**src/design/image_fallback_regs.svh**
```systemverilog
// register offsets, field positions, reset values and counts of the reboot control block
`ifndef IMAGE_FALLBACK_REGS_SVH
`define IMAGE_FALLBACK_REGS_SVH
`define OFS_CTRL        12'h000
`define OFS_MODE        12'h004
`define OFS_NEXT_LO     12'h008
`define OFS_NEXT_HI     12'h00c
`define OFS_GOLD_LO     12'h010
`define OFS_GOLD_HI     12'h014
`define OFS_WDOG        12'h018
`define OFS_STATUS      12'h01c
`define OFS_HISTORY     12'h020
`define CTRL_RESTART_ERR 0
`define CTRL_ENCRYPT     1
`define CTRL_REPROG      2
`define MODE_OVERRIDE    3
`define WDOG_DEFAULT    16'hffff
`define WDOG_MIN        16'h0201
`define STRIKE_STEP     4'h3
`define STRIKE_GOLD     4'h6
`define STRIKE_HALT     4'h9
`define STRIKE_ZERO     4'h0
`define ERASE_CYCLES    8'h10
`define ADDR_ZERO       24'h000000
`endif

```
**src/design/image_fallback_pkg.sv**
```systemverilog
// types shared by the reboot control block
package image_fallback_pkg;
  typedef enum logic [2:0] {
    SRC_HEADER,
    SRC_PRIMARY,
    SRC_GOLDEN
  } image_src_t;

  typedef struct packed {
    logic crcError;
    logic idError;
    logic wdogError;
    logic reprog;
    logic fallback;
    logic valid;
  } boot_entry_t;

  typedef struct packed {
    logic [7:0]  opcode;
    logic [23:0] addr;
  } image_loc_t;
endpackage : image_fallback_pkg

```
**src/design/image_fallback_reboot_control.sv**
```systemverilog
// reboot control: image selection, strike counting, fallback and reprogram
//
// Summary of operation
// - fallback or reprogram pulses an internal reset sparing reboot logic and registers.
// - that reset drives init and done low and erases memory before loading.
// - id mismatch, crc failure and watchdog expiry are all fallback errors.
// - watchdog runs only in master configuration modes.
// - watchdog limit is a 16-bit clock count of at least 0201 until sync.
// - each fallback increments strikes; continue only below the image limit.
// - next mode comes from mode pins or the alternate field per override bit.
// - primary and golden locations from their register pairs; top byte is read opcode.
// - after reaching golden, primary returns only on program pin or power cycle.
// - header lives at address zero and has three strikes.
// - header crc error restarts if restart-on-error set and count below 3.
// - watchdog expiry restarts like crc error, ignoring restart-on-error.
// - header count 3 halts with init and done low.
// - primary errors restart at primary below 3, switch to golden at 3.
// - golden errors restart at golden while count below 6.
// - at 6 restart from zero; later errors restart the image in use, halt at 9.
// - successful fallback keeps strikes; soft reboot uses golden; only program clears.
// - fallback disabled with encryption or slave mode.
// - init pulses low while clearing; done low until the new image loads.
// - switching only in single, dual, quad serial and parallel flash modes.
// - history shifts newest entry into older on each outcome.
//
// Decided for this implementation: the APB slave port and the register addresses.
`timescale 1ns/1ps
`include "image_fallback_regs.svh"
module image_fallback_reboot_control #(
  parameter int unsigned ERASE_LEN = 16
) (
  input  wire logic        clk,
  input  wire logic        rstn,
  input  wire logic        ce,
  input  wire logic        psel,
  input  wire logic        penable,
  input  wire logic        pwrite,
  input  wire logic [11:0] paddr,
  input  wire logic [31:0] pwdata,
  output      logic [31:0] prdata,
  output      logic        pready,
  output      logic        pslverr,
  input  wire logic        programPin,
  input  wire logic [2:0]  modePins,
  input  wire logic        idErrorIn,
  input  wire logic        crcErrorIn,
  input  wire logic        syncFound,
  input  wire logic        loadDone,
  output      logic        configReset,
  output      logic        initStatus,
  output      logic        donePin,
  output      logic [31:0] flashStart,
  output      logic [2:0]  activeMode,
  output      logic        halted
);
  typedef enum logic [2:0] {
    ST_ERASE,
    ST_LOAD,
    ST_RUN,
    ST_HALT
  } phase_t;

  // pin inputs pass two flip-flops
  logic [1:0] progSync;
  logic [1:0] idSync;
  logic [1:0] crcSync;
  logic [1:0] syncSync;
  logic [1:0] doneSync;
  logic [2:0] modeSync0;
  logic [2:0] modeSync1;
  logic       progLast;

  logic [31:0] ctrl;
  logic [3:0]  modeReg;
  image_fallback_pkg::image_loc_t nextLoc;
  image_fallback_pkg::image_loc_t goldLoc;
  logic [15:0] wdogLimit;
  logic [15:0] wdogCount;
  logic [3:0]  strikes;
  logic [7:0]  eraseCount;
  image_fallback_pkg::image_src_t src;
  phase_t      phase;
  logic        usedGolden;
  logic        reprogSeen;
  image_fallback_pkg::boot_entry_t histNew;
  image_fallback_pkg::boot_entry_t histOld;
  image_fallback_pkg::boot_entry_t entry;
  logic        push;

  always_ff @(posedge clk) begin
    if (!rstn) begin
      progSync  <= 2'h0;
      idSync    <= 2'h0;
      crcSync   <= 2'h0;
      syncSync  <= 2'h0;
      doneSync  <= 2'h0;
      modeSync0 <= 3'h0;
      modeSync1 <= 3'h0;
      progLast  <= 1'b0;
    end else if (ce) begin
      progSync  <= {progSync[0], programPin};
      idSync    <= {idSync[0], idErrorIn};
      crcSync   <= {crcSync[0], crcErrorIn};
      syncSync  <= {syncSync[0], syncFound};
      doneSync  <= {doneSync[0], loadDone};
      modeSync0 <= modePins;
      modeSync1 <= modeSync0;
      progLast  <= progSync[1];
    end
  end

  // program pin pulse (rising edge) is the hard reboot
  wire hardReboot = progSync[1] && !progLast;

  // apb decode
  wire access   = psel && penable;
  wire wrEn     = access && pwrite;
  wire selCtrl  = paddr == `OFS_CTRL;
  wire selMode  = paddr == `OFS_MODE;
  wire selNLo   = paddr == `OFS_NEXT_LO;
  wire selNHi   = paddr == `OFS_NEXT_HI;
  wire selGLo   = paddr == `OFS_GOLD_LO;
  wire selGHi   = paddr == `OFS_GOLD_HI;
  wire selWdog  = paddr == `OFS_WDOG;
  wire selStat  = paddr == `OFS_STATUS;
  wire selHist  = paddr == `OFS_HISTORY;
  wire mapped   = selCtrl | selMode | selNLo | selNHi | selGLo | selGHi |
                  selWdog | selStat | selHist;
  wire reprogCmd = wrEn && selCtrl && pwdata[`CTRL_REPROG];
  wire [15:0] wdogWr = (pwdata[15:0] > `WDOG_MIN) ? pwdata[15:0] : `WDOG_MIN;

  logic [31:0] rdMux;
  assign rdMux = selCtrl ? {30'h0, ctrl[1:0]} :
                 selMode ? {28'h0, modeReg} :
                 selNLo  ? {16'h0, nextLoc.addr[15:0]} :
                 selNHi  ? {16'h0, nextLoc.opcode, nextLoc.addr[23:16]} :
                 selGLo  ? {16'h0, goldLoc.addr[15:0]} :
                 selGHi  ? {16'h0, goldLoc.opcode, goldLoc.addr[23:16]} :
                 selWdog ? {16'h0, wdogLimit} :
                 selStat ? {23'h0, halted, usedGolden, donePin, initStatus, strikes, 1'b0} :
                 selHist ? {20'h0, histOld, histNew} : 32'h0;

  assign pready  = 1'b1;
  assign pslverr = access && !mapped;

  always_ff @(posedge clk) begin
    if (!rstn) begin
      prdata <= 32'h0;
    end else if (ce && psel && !penable && !pwrite) begin
      prdata <= rdMux;
    end
  end

  // register file survives soft reboots; cleared only by reset or program pin
  always_ff @(posedge clk) begin
    if (!rstn || (ce && hardReboot)) begin
      ctrl      <= 32'h1;
      modeReg   <= 4'h0;
      nextLoc   <= '0;
      goldLoc   <= '0;
      wdogLimit <= `WDOG_DEFAULT;
    end else if (ce && wrEn && !pslverr) begin
      if (selCtrl) ctrl <= {30'h0, pwdata[1:0]};
      else if (selMode) modeReg <= pwdata[3:0];
      else if (selNLo) nextLoc.addr[15:0] <= pwdata[15:0];
      else if (selNHi) {nextLoc.opcode, nextLoc.addr[23:16]} <= pwdata[15:0];
      else if (selGLo) goldLoc.addr[15:0] <= pwdata[15:0];
      else if (selGHi) {goldLoc.opcode, goldLoc.addr[23:16]} <= pwdata[15:0];
      else if (selWdog) wdogLimit <= wdogWr;
    end
  end

  // mode selection and capability
  assign activeMode = modeReg[`MODE_OVERRIDE] ? modeReg[2:0] : modeSync1;
  // modes 0..3 are master: serial x1, x2, x4 and parallel flash
  wire masterMode = !activeMode[2];
  wire fallbackOn = masterMode && !ctrl[`CTRL_ENCRYPT];
  wire restartErr = ctrl[`CTRL_RESTART_ERR];

  // watchdog: counts clocks until sync, master modes only, off once golden reached
  wire wdogRun = (phase == ST_LOAD) && masterMode && !usedGolden && !syncSync[1];
  wire wdogExp = wdogRun && (wdogCount >= wdogLimit);
  wire anyErr  = (phase == ST_LOAD) && (idSync[1] || crcSync[1] || wdogExp);
  wire mayRetry = wdogExp || restartErr;

  // strike decision
  logic [3:0] next_strikes;
  assign next_strikes = (strikes >= `STRIKE_HALT) ? `STRIKE_HALT : strikes + 4'h1;
  wire errAct = anyErr && fallbackOn && mayRetry;
  wire haltNow = (phase == ST_LOAD) && anyErr && !(fallbackOn && mayRetry
                 && next_strikes < `STRIKE_HALT);

  image_fallback_pkg::image_src_t next_src;
  always_comb begin
    next_src = src;
    if (next_strikes == `STRIKE_GOLD) next_src = image_fallback_pkg::SRC_HEADER;
    else if (src == image_fallback_pkg::SRC_PRIMARY && (next_strikes == `STRIKE_STEP ||
             next_strikes > `STRIKE_GOLD))
      next_src = image_fallback_pkg::SRC_GOLDEN;
    else if (src == image_fallback_pkg::SRC_HEADER && next_strikes == `STRIKE_STEP)
      next_src = image_fallback_pkg::SRC_HEADER;
  end
  wire stepHalt = src == image_fallback_pkg::SRC_HEADER && next_strikes == `STRIKE_STEP
                  && strikes < `STRIKE_STEP;

  always_comb begin
    entry = '0;
    entry.crcError  = crcSync[1];
    entry.idError   = idSync[1];
    entry.wdogError = wdogExp;
    entry.reprog    = reprogSeen;
    entry.fallback  = usedGolden;
    entry.valid     = 1'b1;
  end
  assign push = ce && ((phase == ST_LOAD && (anyErr || doneSync[1])));

  always_ff @(posedge clk) begin
    if (!rstn || (ce && hardReboot)) begin
      strikes    <= `STRIKE_ZERO;
      src        <= image_fallback_pkg::SRC_HEADER;
      phase      <= ST_ERASE;
      eraseCount <= 8'h0;
      wdogCount  <= 16'h0;
      usedGolden <= 1'b0;
      reprogSeen <= 1'b0;
    end else if (ce) begin
      case (phase)
        ST_ERASE: begin
          wdogCount <= 16'h0;
          if (eraseCount >= ERASE_LEN[7:0] - 8'h1) begin
            phase <= ST_LOAD;
          end else begin
            eraseCount <= eraseCount + 8'h1;
          end
        end
        ST_LOAD: begin
          if (wdogRun) wdogCount <= wdogCount + 16'h1;
          if (haltNow || (errAct && stepHalt)) begin
            if (errAct) strikes <= next_strikes;
            phase <= ST_HALT;
          end else if (errAct) begin
            strikes    <= next_strikes;
            src        <= next_src;
            usedGolden <= usedGolden || next_src == image_fallback_pkg::SRC_GOLDEN;
            phase      <= ST_ERASE;
            eraseCount <= 8'h0;
          end else if (doneSync[1]) begin
            phase <= ST_RUN;
          end
        end
        ST_RUN: begin
          if (reprogCmd) begin
            reprogSeen <= 1'b1;
            // header chains to primary; after fallback stays on golden
            src <= usedGolden ? image_fallback_pkg::SRC_GOLDEN
                              : image_fallback_pkg::SRC_PRIMARY;
            phase      <= ST_ERASE;
            eraseCount <= 8'h0;
          end
        end
        default: begin
          phase <= ST_HALT;
        end
      endcase
    end
  end

  boot_history_store u_history (
    .clk      (clk),
    .rstn     (rstn),
    .ce       (ce),
    .clearAll (hardReboot),
    .push     (push),
    .entryIn  (entry),
    .newest   (histNew),
    .older    (histOld)
  );

  // outputs
  always_ff @(posedge clk) begin
    if (!rstn) begin
      configReset <= 1'b1;
      initStatus  <= 1'b0;
      donePin     <= 1'b0;
      flashStart  <= 32'h0;
      halted      <= 1'b0;
    end else if (ce) begin
      configReset <= phase == ST_ERASE;
      initStatus  <= phase == ST_LOAD || phase == ST_RUN;
      donePin     <= phase == ST_RUN;
      halted      <= phase == ST_HALT;
      case (src)
        image_fallback_pkg::SRC_PRIMARY: flashStart <= nextLoc;
        image_fallback_pkg::SRC_GOLDEN:  flashStart <= goldLoc;
        default:                         flashStart <= {8'h0, `ADDR_ZERO};
      endcase
    end
  end
endmodule : image_fallback_reboot_control

```
**src/design/boot_history_store.sv**
```systemverilog
// two-entry boot history: newest outcome in entry zero, previous shifts to entry one
`timescale 1ns/1ps
module boot_history_store (
  input  wire logic                               clk,
  input  wire logic                               rstn,
  input  wire logic                               ce,
  input  wire logic                               clearAll,
  input  wire logic                               push,
  input  wire image_fallback_pkg::boot_entry_t    entryIn,
  output      image_fallback_pkg::boot_entry_t    newest,
  output      image_fallback_pkg::boot_entry_t    older
);
  always_ff @(posedge clk) begin
    if (!rstn || (ce && clearAll)) begin
      newest <= '0;
      older  <= '0;
    end else if (ce && push) begin
      older  <= newest;
      newest <= entryIn;
    end
  end
endmodule : boot_history_store

```
**config.mk**
```make
export PLATFORM = sky130hd
export DESIGN_NAME = image_fallback_reboot_control
export DESIGN_NICKNAME = d
export VERILOG_FILES = /design/src/design/image_fallback_pkg.sv /design/src/design/image_fallback_reboot_control.sv /design/src/design/boot_history_store.sv
export VERILOG_INCLUDE_DIRS = /design/src /design/src/design
export SDC_FILE = /design/constraint.sdc
export NUM_CORES = 1
export LEC_CHECK = 0
export ABC_AREA = 0
export BUFFER_PORTS_ARGS = -buffer_cell sky130_fd_sc_hd__buf_2
export CORE_ASPECT_RATIO = 0.8
export CORE_MARGIN = 2
export CORE_UTILIZATION = 60
export DETAILED_ROUTE_END_ITERATION = 6
export MAX_ROUTING_LAYER = met4
export PLACE_DENSITY = 0.9
export SLEW_MARGIN = 40
export SYNTH_ARGS = -nofsm -noshare
export SYNTH_HDL_FRONTEND = slang
export SYNTH_SLANG_ARGS = --single-unit
export TNS_END_PERCENT = 20
```
**constraint.sdc**
```tcl
create_clock -name clk -period 8.65 [get_ports clk]
set_input_delay 0.4325 -clock clk [delete_from_list [all_inputs] [get_ports clk]]
set_output_delay 0.4325 -clock clk [all_outputs]
set_load 0.005 [all_outputs]
```
==> flow_metrics.tcl <==
set metrics [dict create \
    h-tree-depth 1 \
    drc_errors 0 \
    die_w_um 145 \
    fmax_mhz 278 \
    cp-end-kind "register" \
    clk_pin_slew_ns 0.06 \
    start_util_pct 60.7 \
    crit_chain "inv_1, ha_1, nand4_1, nor3_1, nor4b_1, o31a_1, o2111ai_1, or4b_2, a21oi_1" \
    routabilityCongestion 0.947 \
    synth_top_flop_cell "dfxtp_1" \
    drive_gt1_share_pct 13.5 \
    skew_ns 0.0102 \
    synth_top_cells_by_area "dfxtp_1 (43%), nand2_1 (7.2%), a21oi_1 (5.5%)" \
    grt.total_usage_pct 32.3 \
    critPathLaunchType "register" \
    min_period_ns 3.60 \
    port_buffers 97 \
    p_seq_share_pct 47.7 \
    vias 9073 \
    hold_path.class "input pin to register" \
    synth_most_common_cell "dfxtp_1" \
    worstRegToRegCells 9 \
    cts_buffers 20 \
    power.density_nw_per_um2 189 \
    seq_area_frac_synth_pct 42.6 \
    cts_resized 0 \
    cp_max_fo 8 \
    io_pins 131 \
    die_h_um 117 \
    p_switching_mw 0.493 \
    finalHoldViolCount 0 \
    cts_tree "built" \
    synth_warnings 0 \
    antenna_found_initial 0 \
    syn-instance-count 1150 \
    yosysTopAreaCell "dfxtp_1" \
    drt_iter0_markers 1399 \
    whs_ns 0.180 \
    timing.final.crit_share_pct 41.6 \
    syn_to_final_growth_pct 12.1 \
    worstMarginPinSlew_ns 0.889 \
    grt_pass1_vias 7953 \
    whs_path_depth 3 \
    rsz0062_at_grt "false" \
    p_comb_share_pct 9.2 \
    cts_num_sinks 202 \
    swShare_pct 24.4 \
    setup-tns-final_ns 0 \
    max-cap-violations 0 \
    critical_path_required_ns 9.07 \
    setup-violations-final 0 \
    drv_slew 0 \
    ys_top_cells_by_count "dfxtp_1 (202), nand2_1 (182), nor2_1 (109)" \
    num-nets-final 1282 \
    worst_path_largest_cell_delay_ns 0.76 \
    ant_nets 0 \
    routedWlPerCell_um 19.1 \
    irDropWorstVdd_mv 0.121 \
    leakage_nw 4.16 \
    viasPerCell 6.36 \
    cp.arrival_ns 4.02 \
    intPower_mw 1.52 \
    synth_top_cell_area_share_pct 42.6 \
    clock_latency_ns 0.49 \
    critPathSlowestCell "nor4b_1" \
    hpwl_um 18200 \
    drt-total-wl_um 27200 \
    cts_hold_buf 0 \
    num_rows 41 \
    syn-cell-area_um2 9500 \
    grt_pass1_wl_um 41800 \
    path_class "register to register" \
    post_cts_buffers 0 \
    grt_max_degree 98 \
    maxSlewHeadroom_pct 39.9 \
    die-area_um2 16900 \
    synth-async-reset-ratio_pct 0 \
    status "finished, final reports clean" \
    synth.avg_cell_area_um2 8.26 \
    synth_edf_count 0 \
    gr-total-overflow 0 \
    drt_pass1_iterations 6 \
    cts_buffer_depth 3 \
    yosysUniqueCellTypes 74 \
    ys_ff_latch 202 \
    cts_root_buf "clkbuf_16" \
    coreArea_um2 15600 \
    clkPwrFrac_pct 43.1 \
]
==> metrics by stage <==
| stage | utilization [%] | instance area (um2) | power [mW] | setup slack, ns | cells |
|---|---|---|---|---|---|
| after floorplan | - | 9560 | 1.10 | 5.72 | 1165 |
| after global placement | 63.6 | 9960 | 1.16 | 5.26 | 1391 |
| after detailed placement | 63.8 | 9970 | 1.16 | 5.23 | 1391 |
| after CTS | 67.9 | 10600 | 2.01 | 5.15 | 1425 |
| after global routing | 68.1 | 10600 | 2.07 | 4.78 | 1426 |
| final | 68.1 | 10700 | 2.02 | 5.05 | 1427 |
==> power groups by stage <==
stage | sequential, mW | clock, mW | combinational, mW
final | 0.963 | 0.870 | 0.185
after global routing | 0.965 | 0.907 | 0.200
after CTS | 0.963 | 0.869 | 0.179
after detailed placement | 0.983 | 0 | 0.178
after global placement | 0.982 | 0 | 0.174
after floorplan | 0.981 | 0 | 0.122
==> logic make-up after synthesis <==
| logic type | count (synthesis) | synth area share (%) |
|---|---|---|
| adders and majority gates | 25 | 3.29 |
| buffers and inverters | 127 | 5.90 |
| and+or+nand+nor | 419 | 20.6 |
| AOI/OAI and AO/OA | 313 | 21.2 |
| DFF | 202 | 42.6 |
| other | 2 | 0.0790 |
| xor gates and xnor gates | 12 | 1.11 |
| muxes | 50 | 5.31 |
==> critical path: cells and delay by family (launching register included) <==
kind	cells	cell delay (ns)
flops	1	0.35
buf+inv	1	0.06
compound gates	3	0.88
simple gates	4	1.93
fa+ha+maj	1	0.31
==> state kept, by name (all words and copies together), names as in the netlist, 3 cells and up <==
| name | cells |
|---|---|
| strikes | 4 |
| wdogLimit | 16 |
| goldLoc | 32 |
| modeSync0 | 3 |
| u_history.older | 6 |
| prdata | 16 |
| flashStart | 32 |
| wdogCount | 16 |
| eraseCount | 8 |
| nextLoc | 32 |
| modeSync1 | 3 |
| modeReg | 4 |
| src | 3 |
| u_history.newest | 6 |
==> layout make-up <==
cell class	count	area (um2)
multi-input cells	836	4990
fillers	1210	4990
clock buffers	30	609
well taps	215	269
inverters	33	124
repair buffers	106	572
clock inverters	4	45.0
diodes	1	2.50
flip-flops and latches	202	4040
==> final timing paths <==
kind                  from          end  slack (ns)
max          wdogLimit[15]   strikes[2]        5.05
min               loadDone  doneSync[0]        0.18
max reg2reg  wdogLimit[15]   strikes[2]        5.05
min reg2reg      prdata[8]    prdata[8]        0.46
==> layout by cell type, fill, tap and decap left out, types with 9 or more instances in the layout <==
master	count
nor2_1	109
inv_1	32
and3_1	10
nand2_1	181
a211oi_1	38
dfxtp_1	202
conb_1	17
clkbuf_16	21
a21oi_1	105
o211ai_1	14
xor2_1	9
nand4_1	11
buf_2	96
nor3_1	18
a31oi_1	9
a22oi_1	46
ha_1	25
mux2i_1	47
nand3_1	20
o21ai_0	45
nand3b_1	10
==> per-layer routing <==
metal | part of all wire (%) | up-vias | GRT usage (%)
met5 | 0 | - | -
met4 | 3.3 | 0 | 10.8
met3 | 12 | 89 | 5.49
met2 | 44 | 615 | 49.2
met1 | 41 | 4215 | 44.0
li1 | - | 4154 | -
(Power assumes the default switching activity.)
